==> src/inc/ici_consts.vh <==
// Constants for the interrupt CPU interface register block.
// Included by the register block and by its sim checker and bench; definitions only.
`ifndef ICI_CONSTS_VH
`define ICI_CONSTS_VH

// System-register selectors (op0,op1,crn,crm,op2 packed into 14 bits)
`define ICI_SEL_AP0       14'h3C84
`define ICI_SEL_AP1       14'h3C90
`define ICI_SEL_BPR0      14'h3C83
`define ICI_SEL_BPR1      14'h3CC3
`define ICI_SEL_CTLR      14'h3CC4
`define ICI_SEL_EOIR0     14'h3C81
`define ICI_SEL_EOIR1     14'h3CC1
`define ICI_SEL_DIR       14'h3CB1

// Control register fields
`define ICI_CTL_COMMON_BINARY_POINT      0
`define ICI_CTL_END_OF_INTERRUPT_MODE   1
`define ICI_CTL_MASK_HINT_ENABLE      6
`define ICI_CTL_PRI_LSB   8
`define ICI_CTL_ID_LSB    11
`define ICI_CTL_SYS_ERROR_IRQ_SUPPORT      14
`define ICI_CTL_A3V       15

// Read-only feature values
`define ICI_PRIORITY_WIDTH_VAL   3'h4
`define ICI_IDENTIFIER_WIDTH_VAL    3'h0
`define ICI_A3V_VAL       1'h1
`define ICI_SYS_ERROR_IRQ_SUPPORT_VAL      1'h0

// Binary-point minimums and reset values
`define ICI_BPR0_MIN      3'h2
`define ICI_BPR1_S_MIN    3'h2
`define ICI_BPR1_NS_MIN   3'h3
`define ICI_BPR0_RST      3'h2
`define ICI_BPR1_S_RST    3'h2
`define ICI_BPR1_NS_RST   3'h3
`define ICI_AP_RST        32'h00000000

`endif

==> src/hw/ici_bp_clamp.v <==
// Binary-point field clamp: raises a written value to the implemented minimum.
// Pure combinational; used by the register block for each binary-point copy.
`timescale 1ns/1ps
`default_nettype none

module ici_bp_clamp (
	input  wire [2:0] val_in,
	input  wire [2:0] min_in,
	output wire [2:0] val_out
);

	assign val_out = (val_in < min_in) ? min_in : val_in;

endmodule // ici_bp_clamp

`default_nettype wire

==> src/hw/ici_regs.v <==
// Interrupt CPU interface system-register block of a core.
// Assumes a core-side system-register access port; distributor is elsewhere.
`timescale 1ns/1ps
`default_nettype none
`include "ici_consts.vh"

module ici_regs #(
	parameter PRIO_BITS = 5
) (
	input  wire        clk_in,
	input  wire        rst_n_in,
	input  wire        ce_in,
	input  wire        sr_valid_in,
	input  wire        sr_write_in,
	input  wire [13:0] sr_sel_in,
	input  wire [31:0] sr_wdata_in,
	input  wire        secure_in,
	input  wire        el1_ns_in,
	input  wire        hyp_virt_route_in,
	input  wire        el3_mask_hint_in,
	input  wire [2:0]  el3_id_width_in,
	input  wire [7:0]  ack_prio_in,
	input  wire        ack_grp1_in,
	input  wire        ack_valid_in,
	output reg  [31:0] sr_rdata_out,
	output reg         sr_err_out,
	output wire        virt_access_out,
	output reg         prio_drop_out,
	output reg         deactivate_out,
	output reg  [23:0] deact_intid_out,
	output wire [2:0]  preempt_bp0_out,
	output wire [2:0]  preempt_bp1_out
);

	localparam LEVELS = 1 << PRIO_BITS;

	reg  [LEVELS-1:0] ap0_ff;
	reg  [LEVELS-1:0] ap1_ff;
	reg  [2:0]        bpr0_ff;
	reg  [2:0]        bpr1_s_ff;
	reg  [2:0]        bpr1_ns_ff;
	reg               end_of_interrupt_mode_ff;
	reg               common_binary_point_ff;
	wire [2:0]        bp0_clamped;
	wire [2:0]        bp1s_clamped;
	wire [2:0]        bp1ns_clamped;
	wire              phys_acc;
	wire              wr;
	wire [31:0]       ctl_rd;
	wire [4:0]        ack_lvl;
	wire [LEVELS-1:0] ap0_low;
	wire [LEVELS-1:0] ap1_low;
	reg  [LEVELS-1:0] nxt_ap0;
	reg  [LEVELS-1:0] nxt_ap1;
	wire [2:0]        bpr1_cur;

	assign virt_access_out = hyp_virt_route_in & el1_ns_in & ~secure_in;
	assign phys_acc = sr_valid_in & ~virt_access_out;
	assign wr       = phys_acc & sr_write_in & ce_in;

	ici_bp_clamp u_bp0 (
		.val_in  (sr_wdata_in[2:0]),
		.min_in  (`ICI_BPR0_MIN),
		.val_out (bp0_clamped)
	);
	ici_bp_clamp u_bp1s (
		.val_in  (sr_wdata_in[2:0]),
		.min_in  (`ICI_BPR1_S_MIN),
		.val_out (bp1s_clamped)
	);
	ici_bp_clamp u_bp1ns (
		.val_in  (sr_wdata_in[2:0]),
		.min_in  (`ICI_BPR1_NS_MIN),
		.val_out (bp1ns_clamped)
	);

	assign bpr1_cur = secure_in ? bpr1_s_ff : bpr1_ns_ff;
	assign preempt_bp0_out = bpr0_ff;
	assign preempt_bp1_out = common_binary_point_ff ? bpr0_ff : bpr1_cur;

	assign ack_lvl = ack_prio_in[7:3];

	// Lowest set bit marks the running priority to drop
	genvar gi;
	generate
		for (gi = 0; gi < LEVELS; gi = gi + 1) begin : g_low
			if (gi == 0) begin : g_z
				assign ap0_low[gi] = ap0_ff[0];
				assign ap1_low[gi] = ap1_ff[0];
			end else begin : g_n
				assign ap0_low[gi] = ap0_ff[gi] & ~|ap0_ff[gi-1:0];
				assign ap1_low[gi] = ap1_ff[gi] & ~|ap1_ff[gi-1:0];
			end
		end
	endgenerate

	assign ctl_rd = {16'h0000, `ICI_A3V_VAL, `ICI_SYS_ERROR_IRQ_SUPPORT_VAL, el3_id_width_in,
		`ICI_PRIORITY_WIDTH_VAL, 1'b0, el3_mask_hint_in, 4'h0, end_of_interrupt_mode_ff, common_binary_point_ff};

	reg         sel_ap0;
	reg         sel_ap1;
	reg         sel_bpr0;
	reg         sel_bpr1;
	reg         sel_ctlr;
	reg         sel_eoir0;
	reg         sel_eoir1;
	reg         sel_dir;
	reg  [31:0] nxt_rdata;
	reg         nxt_err;
	reg         nxt_deact;

	// Selector decode; one register at most per access
	always @* begin
		sel_ap0   = 1'b0;
		sel_ap1   = 1'b0;
		sel_bpr0  = 1'b0;
		sel_bpr1  = 1'b0;
		sel_ctlr  = 1'b0;
		sel_eoir0 = 1'b0;
		sel_eoir1 = 1'b0;
		sel_dir   = 1'b0;
		if (sr_sel_in == `ICI_SEL_AP0) begin
			sel_ap0 = 1'b1;
		end else if (sr_sel_in == `ICI_SEL_AP1) begin
			sel_ap1 = 1'b1;
		end else if (sr_sel_in == `ICI_SEL_BPR0) begin
			sel_bpr0 = 1'b1;
		end else if (sr_sel_in == `ICI_SEL_BPR1) begin
			sel_bpr1 = 1'b1;
		end else if (sr_sel_in == `ICI_SEL_CTLR) begin
			sel_ctlr = 1'b1;
		end else if (sr_sel_in == `ICI_SEL_EOIR0) begin
			sel_eoir0 = 1'b1;
		end else if (sr_sel_in == `ICI_SEL_EOIR1) begin
			sel_eoir1 = 1'b1;
		end else if (sr_sel_in == `ICI_SEL_DIR) begin
			sel_dir = 1'b1;
		end
	end

	// Qualified strobes; ce_in low or a virtual route blocks them
	wire rd      = phys_acc & ~sr_write_in & ce_in;
	wire eoi0    = wr & sel_eoir0;
	wire eoi1    = wr & sel_eoir1;
	wire dirw    = wr & sel_dir;
	wire eoi_any = eoi0 | eoi1;

	always @* begin
		nxt_ap0 = ap0_ff;
		nxt_ap1 = ap1_ff;
		// End-of-interrupt clears the running priority
		if (eoi0) begin
			nxt_ap0 = nxt_ap0 & ~ap0_low;
		end
		if (eoi1) begin
			nxt_ap1 = nxt_ap1 & ~ap1_low;
		end
		// Direct bitmap writes restore a saved context
		if (wr && sel_ap0) begin
			nxt_ap0 = sr_wdata_in[LEVELS-1:0];
		end
		if (wr && sel_ap1) begin
			nxt_ap1 = sr_wdata_in[LEVELS-1:0];
		end
		// Acknowledge last so that a same-cycle set wins
		if (ack_valid_in && !ack_grp1_in) begin
			nxt_ap0[ack_lvl] = 1'b1;
		end
		if (ack_valid_in && ack_grp1_in) begin
			nxt_ap1[ack_lvl] = 1'b1;
		end
	end

	// Read data mux; unmapped selectors read zero and flag an error
	always @* begin
		nxt_rdata = 32'h00000000;
		nxt_err   = 1'b0;
		if (sel_ap0) begin
			nxt_rdata[LEVELS-1:0] = ap0_ff;
		end else if (sel_ap1) begin
			nxt_rdata[LEVELS-1:0] = ap1_ff;
		end else if (sel_bpr0) begin
			nxt_rdata[2:0] = bpr0_ff;
		end else if (sel_bpr1) begin
			// Effective value: follows group 0 when the split is common
			nxt_rdata[2:0] = preempt_bp1_out;
		end else if (sel_ctlr) begin
			nxt_rdata = ctl_rd;
		end else begin
			nxt_err = 1'b1;
		end
	end

	always @* begin
		if (end_of_interrupt_mode_ff) begin
			nxt_deact = dirw;
		end else begin
			nxt_deact = eoi_any;
		end
	end

	// Active-priority bitmaps
	always @(posedge clk_in or negedge rst_n_in) begin
		if (!rst_n_in) begin
			ap0_ff <= {LEVELS{1'b0}};
			ap1_ff <= {LEVELS{1'b0}};
		end else if (ce_in) begin
			ap0_ff <= nxt_ap0;
			ap1_ff <= nxt_ap1;
		end
	end

	// Binary points; the clamps keep each copy at or above its minimum
	always @(posedge clk_in or negedge rst_n_in) begin
		if (!rst_n_in) begin
			bpr0_ff    <= `ICI_BPR0_RST;
			bpr1_s_ff  <= `ICI_BPR1_S_RST;
			bpr1_ns_ff <= `ICI_BPR1_NS_RST;
		end else if (ce_in) begin
			if (wr && sel_bpr0) begin
				bpr0_ff <= bp0_clamped;
			end
			// Group 1 write lands in the copy of the current security state
			if (wr && sel_bpr1 && secure_in) begin
				bpr1_s_ff <= bp1s_clamped;
			end
			if (wr && sel_bpr1 && !secure_in) begin
				bpr1_ns_ff <= bp1ns_clamped;
			end
		end
	end

	// Control register: only the two writable bits are stored
	always @(posedge clk_in or negedge rst_n_in) begin
		if (!rst_n_in) begin
			end_of_interrupt_mode_ff <= 1'b0;
			common_binary_point_ff    <= 1'b0;
		end else if (ce_in) begin
			if (wr && sel_ctlr) begin
				end_of_interrupt_mode_ff <= sr_wdata_in[`ICI_CTL_END_OF_INTERRUPT_MODE];
				common_binary_point_ff    <= sr_wdata_in[`ICI_CTL_COMMON_BINARY_POINT];
			end
		end
	end

	// Priority drop and deactivate pulses to the distributor
	always @(posedge clk_in or negedge rst_n_in) begin
		if (!rst_n_in) begin
			prio_drop_out   <= 1'b0;
			deactivate_out  <= 1'b0;
			deact_intid_out <= 24'h000000;
		end else if (ce_in) begin
			prio_drop_out  <= eoi_any;
			deactivate_out <= nxt_deact;
			// Identifier held until the next end or deactivate write
			if (eoi_any || dirw) begin
				deact_intid_out <= sr_wdata_in[23:0];
			end
		end
	end

	// Read data holds until the next read; the error flag pulses
	always @(posedge clk_in or negedge rst_n_in) begin
		if (!rst_n_in) begin
			sr_rdata_out <= 32'h00000000;
			sr_err_out   <= 1'b0;
		end else if (ce_in) begin
			sr_err_out <= rd & nxt_err;
			if (rd) begin
				sr_rdata_out <= nxt_rdata;
			end
		end
	end

endmodule // ici_regs

`default_nettype wire

==> config.mk <==
export PLATFORM = sky130hd
export DESIGN_NAME = ici_regs
export DESIGN_NICKNAME = d
export VERILOG_FILES = /design/src/hw/ici_bp_clamp.v /design/src/hw/ici_regs.v
export VERILOG_INCLUDE_DIRS = /design/src /design/src/inc
export SDC_FILE = /design/constraint.sdc
export NUM_CORES = 1
export LEC_CHECK = 0
export BUFFER_PORTS_ARGS = -buffer_cell sky130_fd_sc_hd__buf_2
export CAP_MARGIN = 25
export CORE_UTILIZATION = 45
export CTS_CLUSTER_SIZE = 25
export DETAILED_ROUTE_END_ITERATION = 16
export PLACE_DENSITY = 0.67
export SLEW_MARGIN = 15
export SYNTH_ARGS = -nofsm -noshare
export SYNTH_HDL_FRONTEND = slang
export SYNTH_SLANG_ARGS = --single-unit
==> constraint.sdc <==
create_clock -name clk_in -period 5.4 [get_ports clk_in]
set_input_delay 0.81 -clock clk_in [delete_from_list [all_inputs] [get_ports clk_in]]
set_output_delay 0.81 -clock clk_in [all_outputs]
set_load 0.05 [all_outputs]
==> impl_metrics.ini, run 1 <==
[grt]
grt_max_degree = 82
grt_first_pass_wirelength_mm = 37.4
overflow = 0
grt_pass1_vias = 6749
gr-usage-all-layers_pct = 29.8
grt_antenna_before_repair = 0

[placement]
port_buffers = 130
dp_hpwl_mm = 16.3
placed_cells_incl_taps = 1080
routabilityCongestion = 0.874

[final_layout]
num_antenna_cells = 0
nets = 952
fillCellCount = 1489
layout-drive-gt1-share_pct = 25.4
areaGrowthSynthToFinish_pct = 18.6
final-instance-count-excl-fill = 1112
seqCellArea_sq_um = 3360
multi_input_area_sq_um = 3680

[route]
dr.pass1.iters = 6
ant_nets = 0
wl_mm = 24.0
viasPerCell = 6.42
drcViolationCount = 0
routed-via-count = 7141
post_drt_wl_per_cell_um = 21.6
drt_iter0_markers = 739

[die]
io_pins = 134
start_util_pct = 46.0
fp-row-count = 46
fp.dieH_um = 129
die_area_sq_um = 16800
core-area_sq_um = 15900
die_w_um = 129

[run_status]
status = complete, no violations

[sta]
setup_viol_count_final = 0
finalCritPeriodShare_pct = 60.1
max_freq_ghz = 0.308
hold_viol = 0
fin_skew_ps = 8.40
worst_pin_slew_ps = 1050
relSlewSlack_pct = 30.1
drv_slew = 0
min_period_ps = 3250
grt_setup_unrepaired = false
finalSetupTns_ps = 0

[synthesis]
synth-seq-cells = 134
syn_area_per_cell_sq_um = 9.30
synth_commonest_cells = dfrtp_1, nor2_1, nand2_1
synth_nets = 854
synth_flop_cell = dfrtp_1
yosysMostFrequentCell = dfrtp_1
synth_top_area_share_pct = 44.5
ys_seq_area_share_pct = 45.9
synthArstFlopShare_pct = 100
ys_top_cells_by_area = dfrtp_1, mux2_2, nor2_1, a221oi_1, o21ai_0
synthDistinctLibCells = 64
yosys.area.top_type = dfrtp_1
syn-cell-area_sq_um = 7310
syn_inst = 786
ys_warn_count = 0
synth_edf_count = 0

[power_and_ir_drop]
netSwitchingPower_uw = 785
switching_share_pct = 29.4
clkPwrFrac_pct = 42.4
p_leak_uw = 0.00368
seqPwrFrac_pct = 42.7
p_int_uw = 1890
peakVddDrop_mv = 0.214
p_comb_share_pct = 14.9
pwr_density_cell_nw_per_um2 = 308

[clocking]
hold_buffers = 0
cts_buffers = 17
clock_sinks = 134
clockBufferDepth = 2
cts_resized = 0
post_cts_buffers = 0
cts_root_buf = clkbuf_16
cts_tree = done
htreeDepth = 4
clkTransAtPathRegs_ps = 60
worst_skew_pair.late_latency_ps = 420

[flow_run]
cap_violations = 0

[setup_path]
worstSetupStartpointType = input port
end_kind = flop
reg2reg_slack_ps = 2380
crit_type = in -> reg
crit_fanout = 11
cp.arrival_ps = 3550
reg2reg_depth = 5
r2r_start = ap0_ff[0]
crit_required_ps = 5700
reg2reg_to = ap0_ff[25]

[hold_path]
min-delay-path-class = in -> async
[registers in the layout (all words and copies together), names as in the netlist, 3 cells and up]
| name | count |
|---|---|
| bpr1_s_ff | 3 |
| preempt_bp0_out | 3 |
| sr_rdata_out | 32 |
| deact_intid_out | 24 |
| bpr1_ns_ff | 3 |
| ap1_ff | 32 |
| ap0_ff | 32 |
[worst max path at each step]
stage,depth (start not counted),end,slack (ps),from
floorplan,3,preempt_bp1_out[2],2390,secure_in
finish,6,ap0_ff[25],2150,sr_sel_in[6]
global placement,6,ap0_ff[25],1840,sr_sel_in[6]
CTS,6,ap0_ff[25],2220,sr_sel_in[6]
detailed placement,6,ap0_ff[25],1790,sr_sel_in[6]
global route,6,ap1_ff[1],2020,ce_in
[power by group through the flow]
stage	combinational, uW	sequential [uW]	clock, uW
floorplan	137	1270	0
global placement	392	1150	0
detailed placement	396	1160	0
CTS	398	1140	1140
global route	431	1150	1180
finish	399	1140	1130
[per-stage QoR]
step                      hold slack [ps]  total power, uW  setup slack (ps)  cell area (sq um)  utilization, %
final                                 437             2670              2150               8680            54.6
after global routing                  496             2760              2020               8680            54.6
after CTS                             463             2680              2220               8670            54.6
after detailed placement              466             1550              1790               8100            51.0
after global placement                457             1550              1840               8100            51.0
after floorplan                       444             1400              2390               7310               -
[cell type report]
| class | count | area share, % |
|---|---|---|
| multi-input combinational | 580 | 42.5 |
| sequential | 134 | 38.7 |
| timing repair buffer | 147 | 9.01 |
| clock buffer | 23 | 5.39 |
| tap | 216 | 3.11 |
| clock inverter | 8 | 1.15 |
| inverter | 4 | 0.173 |
[cell usage in the layout, fill, tap and decap left out, types with 18 or more instances in the layout]
cell type,instances
nand3_1,18
o21ai_0,43
mux2_2,35
nor3_1,21
a21oi_1,28
buf_2,129
nand2_1,56
a221oi_1,43
o22ai_1,27
nor4_1,23
nor2_1,100
dfrtp_1,130
[logic make-up (layout without fill, tap and decap cells)]
kind of cell / Yosys count / count (layout) / share of synthesized area (%)
AND/OR/NAND/NOR: 314 / 314 / 22.1
AO/OA/AOI/OAI: 228 / 228 / 22.2
flip-flops: 134 / 134 / 45.9
buffers and inverters: 72 / 182 / 3.95
multiplexers: 37 / 37 / 5.66
XOR/XNOR: 1 / 1 / 0.120
[critical path, stage by stage]
cell,delay [ps]
buf_2,160
or4b_1,710
nor4_1,420
nand4_1,560
or4_1,600
a32o_1,280
[per-layer routing]
layer,up-vias,GRT usage [%],part of all wire (%)
met2,408,43.8,44
li1,3231,-,-
met5,-,0,0
met1,3440,41.5,43
met3,62,6.69,8.5
met4,0,14.5,4.1
Note: power is estimated with default switching activity, not from simulation.
==> run 2, diff against run 1 <==
- clock period: 5.4 -> 3 ns (I/O delays scaled with it)
==> impl_metrics.ini, run 2 (synthesized netlist as in run 1, its figures left out) <==
[route]
dr.pass1.iters = 5
ant_nets = 0
post_drt_wl_per_cell_um = 21.4
viasPerCell = 6.41
routed-via-count = 7233
wl_mm = 24.1
drt_iter0_markers = 801
drcViolationCount = 0

[clocking]
hold_buffers = 0
post_cts_buffers = 0
cts_buffers = 17
htreeDepth = 4
cts_tree = done
cts_root_buf = clkbuf_16
cts_resized = 0
clock_sinks = 134
clkTransAtPathRegs_ps = 60
clockBufferDepth = 2
worst_skew_pair.late_latency_ps = 430

[final_layout]
largestRegisters = ap0_ff: 32 flops, ap1_ff: 32 flops, sr_rdata_out: 32 flops
seqCellArea_sq_um = 3360
fillCellCount = 1474
num_antenna_cells = 0
areaGrowthSynthToFinish_pct = 21.5
nets = 968
layout_common_cells = dfrtp_1, buf_2, nor2_1
multi_input_area_sq_um = 3680
final_util_pct = 56.0
layout_commonest_cell = dfrtp_1
layout-drive-gt1-share_pct = 27.2
stdcell_area_sq_um = 8890

[run_status]
status = complete, no violations

[grt]
grt_max_degree = 66
grt_first_pass_wirelength_mm = 38.0
gr-usage-all-layers_pct = 30.1
grt_pass1_vias = 6676
grt_antenna_before_repair = 0
overflow = 0

[sta]
fin_ws_ps = 290
finalSetupTns_ps = 0
hold_viol = 0
min_period_ps = 2710
relSlewSlack_pct = 43.4
grt_setup_unrepaired = false
finalCritPeriodShare_pct = 90.3
max_freq_ghz = 0.369
drv_slew = 0
worst_pin_slew_ps = 842
fin_skew_ps = 7.27
holdWs_ps = 15.3
setup_viol_count_final = 0

[placement]
dp_worst_setup_slack_ps = 318
routabilityCongestion = 0.923
dp_hpwl_mm = 16.6
placed_area_sq_um = 8260
port_buffers = 130

[die]
io_pins = 134
fp-row-count = 46
die_w_um = 129
start_util_pct = 46.0
core-area_sq_um = 15900
fp.dieH_um = 129
die_area_sq_um = 16800

[setup_path]
end_kind = flop
cp.arrival_ps = 3010
reg2reg_slack_ps = 290
reg2reg_depth = 5
crit_type = reg -> reg
worstSetupStartpointType = flop
r2r_start = ap1_ff[7]
crit_fanout = 9
crit_required_ps = 3300
reg2reg_to = ap1_ff[30]

[power_and_ir_drop]
peakVddDrop_mv = 0.403
pwr_density_cell_nw_per_um2 = 566
p_leak_uw = 0.00380

[flow_run]
cap_violations = 0

[hold_path]
min-delay-path-class = in -> async
==> run 2: power by group <==
group | switching [uW] | internal (uW)
Sequential | 115 | 1940
Clock | 816 | 1440
Combinational | 520 | 208
Total | 1450 | 3580
==> run 2: per-layer routing <==
metal	GRT usage (%)	share of wire [%]	vias to the layer above
met4	10.9	2.8	0
met2	46.3	46	400
met5	0	0	-
li1	-	-	3266
met3	6.15	8.5	46
met1	42.1	43	3521
==> run 2: layout make-up <==
cell class	instances	area share [%]
clock inverter	12	1.97
tap	216	3.04
sequential	134	37.8
clock buffer	20	5.14
multi-input combinational	580	41.4
inverter	4	0.169
timing repair buffer	163	10.5
==> run 2: worst max-delay path by stage <==
| stage | from | to | slack, ps | cells past startpoint |
|---|---|---|---|---|
| 2_1_floorplan | sr_sel_in[6] | ap0_ff[25] | 540 | 7 |
| 3_3_place_gp | sr_sel_in[6] | ap0_ff[25] | 320 | 6 |
| 3_5_place_dp | sr_sel_in[6] | ap0_ff[25] | 320 | 6 |
| 4_1_cts | ap1_ff[7] | ap1_ff[30] | 370 | 5 |
| 5_1_grt | ap1_ff[7] | ap1_ff[29] | 270 | 5 |
| 6_report | ap1_ff[7] | ap1_ff[30] | 290 | 5 |
==> run 2: metrics by stage <==
step                      total power (uW)  std cells
after floorplan                       2530        786
after global placement                2790       1097
after detailed placement              2800       1097
after CTS                             5030       1129
after global routing                  5190       1129
final                                 5030       1129
==> run 2: critical path: stages, from the launching register on <==
cell     delay [ps]
dfrtp_1         420
or3_1           480
or4_1           670
or4_1           600
nor4_1          330
nor3_1           90
==> run 3, diff against run 2 <==
- GPL_TIMING_DRIVEN: unset -> 0
==> impl_metrics.ini, run 3 (synthesized netlist as in run 1, its figures left out) <==
[route]
viasPerCell = 6.57
dr.pass1.iters = 6
post_drt_wl_per_cell_um = 23.2
ant_nets = 0
routed-via-count = 7612
drt_iter0_markers = 1067
drcViolationCount = 0
wl_mm = 26.9

[final_layout]
fillCellCount = 1524
num_antenna_cells = 0
final-instance-count-excl-fill = 1159
areaGrowthSynthToFinish_pct = 20.5
nets = 998
layout_common_cells = buf_2, dfrtp_1, nor2_1
layout-drive-gt1-share_pct = 22.8
largestRegisters = ap0_ff: 32 flops, ap1_ff: 32 flops, sr_rdata_out: 32 flops

[sta]
hold_viol = 0
fin_ws_ps = 200
fin_skew_ps = 12.4
worst_pin_slew_ps = 1130
min_period_ps = 2800
drv_slew = 0
relSlewSlack_pct = 23.7
max_freq_ghz = 0.357
setup_viol_count_final = 0
finalCritPeriodShare_pct = 93.3
grt_setup_unrepaired = false

[die]
fp-row-count = 46
io_pins = 134
fp.dieH_um = 129
core-area_sq_um = 15900
die_area_sq_um = 16800
start_util_pct = 46.0
die_w_um = 129

[run_status]
status = complete, no violations

[placement]
port_buffers = 122
dp_worst_setup_slack_ps = -413
placed_cells_incl_taps = 1126
routabilityCongestion = 0.951
dp_hpwl_mm = 19.1

[setup_path]
crit_path_top_delay_cell = nor4b_1
worstPathCellList = buf_2 -> nor4b_1 -> nand3_1 -> clkbuf_1 -> nor3b_1 -> o22ai_1
reg2reg_depth = 6
slowest_delay_ps = 890
end_kind = flop
worstSetupStartpointType = input port
crit_fanout = 10
crit_type = in -> reg
crit_required_ps = 3270
cp.arrival_ps = 3070

[grt]
grt_max_degree = 78
overflow = 0
gr-usage-all-layers_pct = 32.8
grt_pass1_vias = 7041
met1_usage_pct = 43.5
grtUsageMet2_pct = 48.7
grt_util_met3_pct = 9.83
grt_antenna_before_repair = 0
grt_first_pass_wirelength_mm = 40.4
busiest_layer = met2

[clocking]
cts_tree = done
worst_skew_pair.late_latency_ps = 430
clkTransAtPathRegs_ps = 70
cts_buffers = 17
clock_sinks = 134
htreeDepth = 4
cts_root_buf = clkbuf_16
clockBufferDepth = 2

[hold_path]
min-delay-path-class = in -> reg
holdPathStages = 2

[power_and_ir_drop]
peakVddDrop_mv = 0.363
p_leak_uw = 0.00370
pwr_density_cell_nw_per_um2 = 545

[flow_run]
cap_violations = 0
[run 3: cell types whose count changed in the layout (fill, tap and decap cells not counted), moves of 2 or more]
cell / previous run / this run
buf_1: 0 / 3
buf_4: 31 / 1
nor2_2: 3 / 0
clkinvlp_4: 0 / 3
buf_12: 2 / 0
clkbuf_1: 1 / 56
nor2_1: 100 / 103
bufinv_16: 4 / 1
[run 3: worst max-delay path, delay by kind of cell]
kind	cells	cell delay, ps
and+or+nand+nor	3	1880
buffers and inverters	2	610
AOI/OAI and AO/OA	1	140
[run 3: report_power, final]
part	leakage, uW	total, uW	internal, uW	switching, uW
sequential	0.00163	2050	1940	117
combinational	0.00179	739	206	533
clock	0.000272	2020	1180	837
total	0.00370	4810	3320	1490
[run 3: what timing repair did]
action / CTS / global route
hold endpoints to repair: 53 / 0
setup buffers: 0 / 0
hold buffers: 1 / 0
endpoints found under the setup margin: 0 / 20
resized for setup: 0 / 1
[run 3: layout make-up]
class	instances	area [sq um]	share of cell area, %
multi-input combinational	580	3670	41.6
sequential	134	3360	38.1
clock inverter	12	104	1.18
inverter	4	15.0	0.170
clock buffer	20	457	5.18
timing repair buffer	125	666	7.55
buffer	68	274	3.11
tap	216	270	3.07
[run 3: final timing paths]
| path | from | slack, ps | to |
|---|---|---|---|
| worst max register to register | ap0_ff[0] | 270 | ap0_ff[30] |
| max in group asynchronous | rst_n_in | 1690 | deact_intid_out[3] |
| worst max-delay path | sr_sel_in[1] | 200 | ap0_ff[6] |
| min in group asynchronous | rst_n_in | 550 | sr_rdata_out[10] |
| worst min-delay path | sr_wdata_in[8] | 290 | deact_intid_out[8] |
| worst min register to register | sr_rdata_out[6] | 480 | sr_rdata_out[6] |
[run 3: per-layer routing]
metal  vias up  part of all wire (%)
met2       557                    44
met5         -                     0
met4         0                   4.7
li1       3341                     -
met1      3621                    39
met3        93                    12
[run 3: through the flow]
step / hold WS, ps / TNS [ps] / instance area, sq um / total power, uW / utilization (%)
after floorplan: 154 / 0 / 7310 / 2530 / -
after global placement: 459 / -65750 / 8190 / 2790 / 51.6
after detailed placement: 410 / -8350 / 8240 / 2810 / 51.9
after CTS: 284 / 0 / 8810 / 4790 / 55.5
after global routing: 292 / 0 / 8810 / 4950 / 55.5
final: 286 / 0 / 8810 / 4810 / 55.5
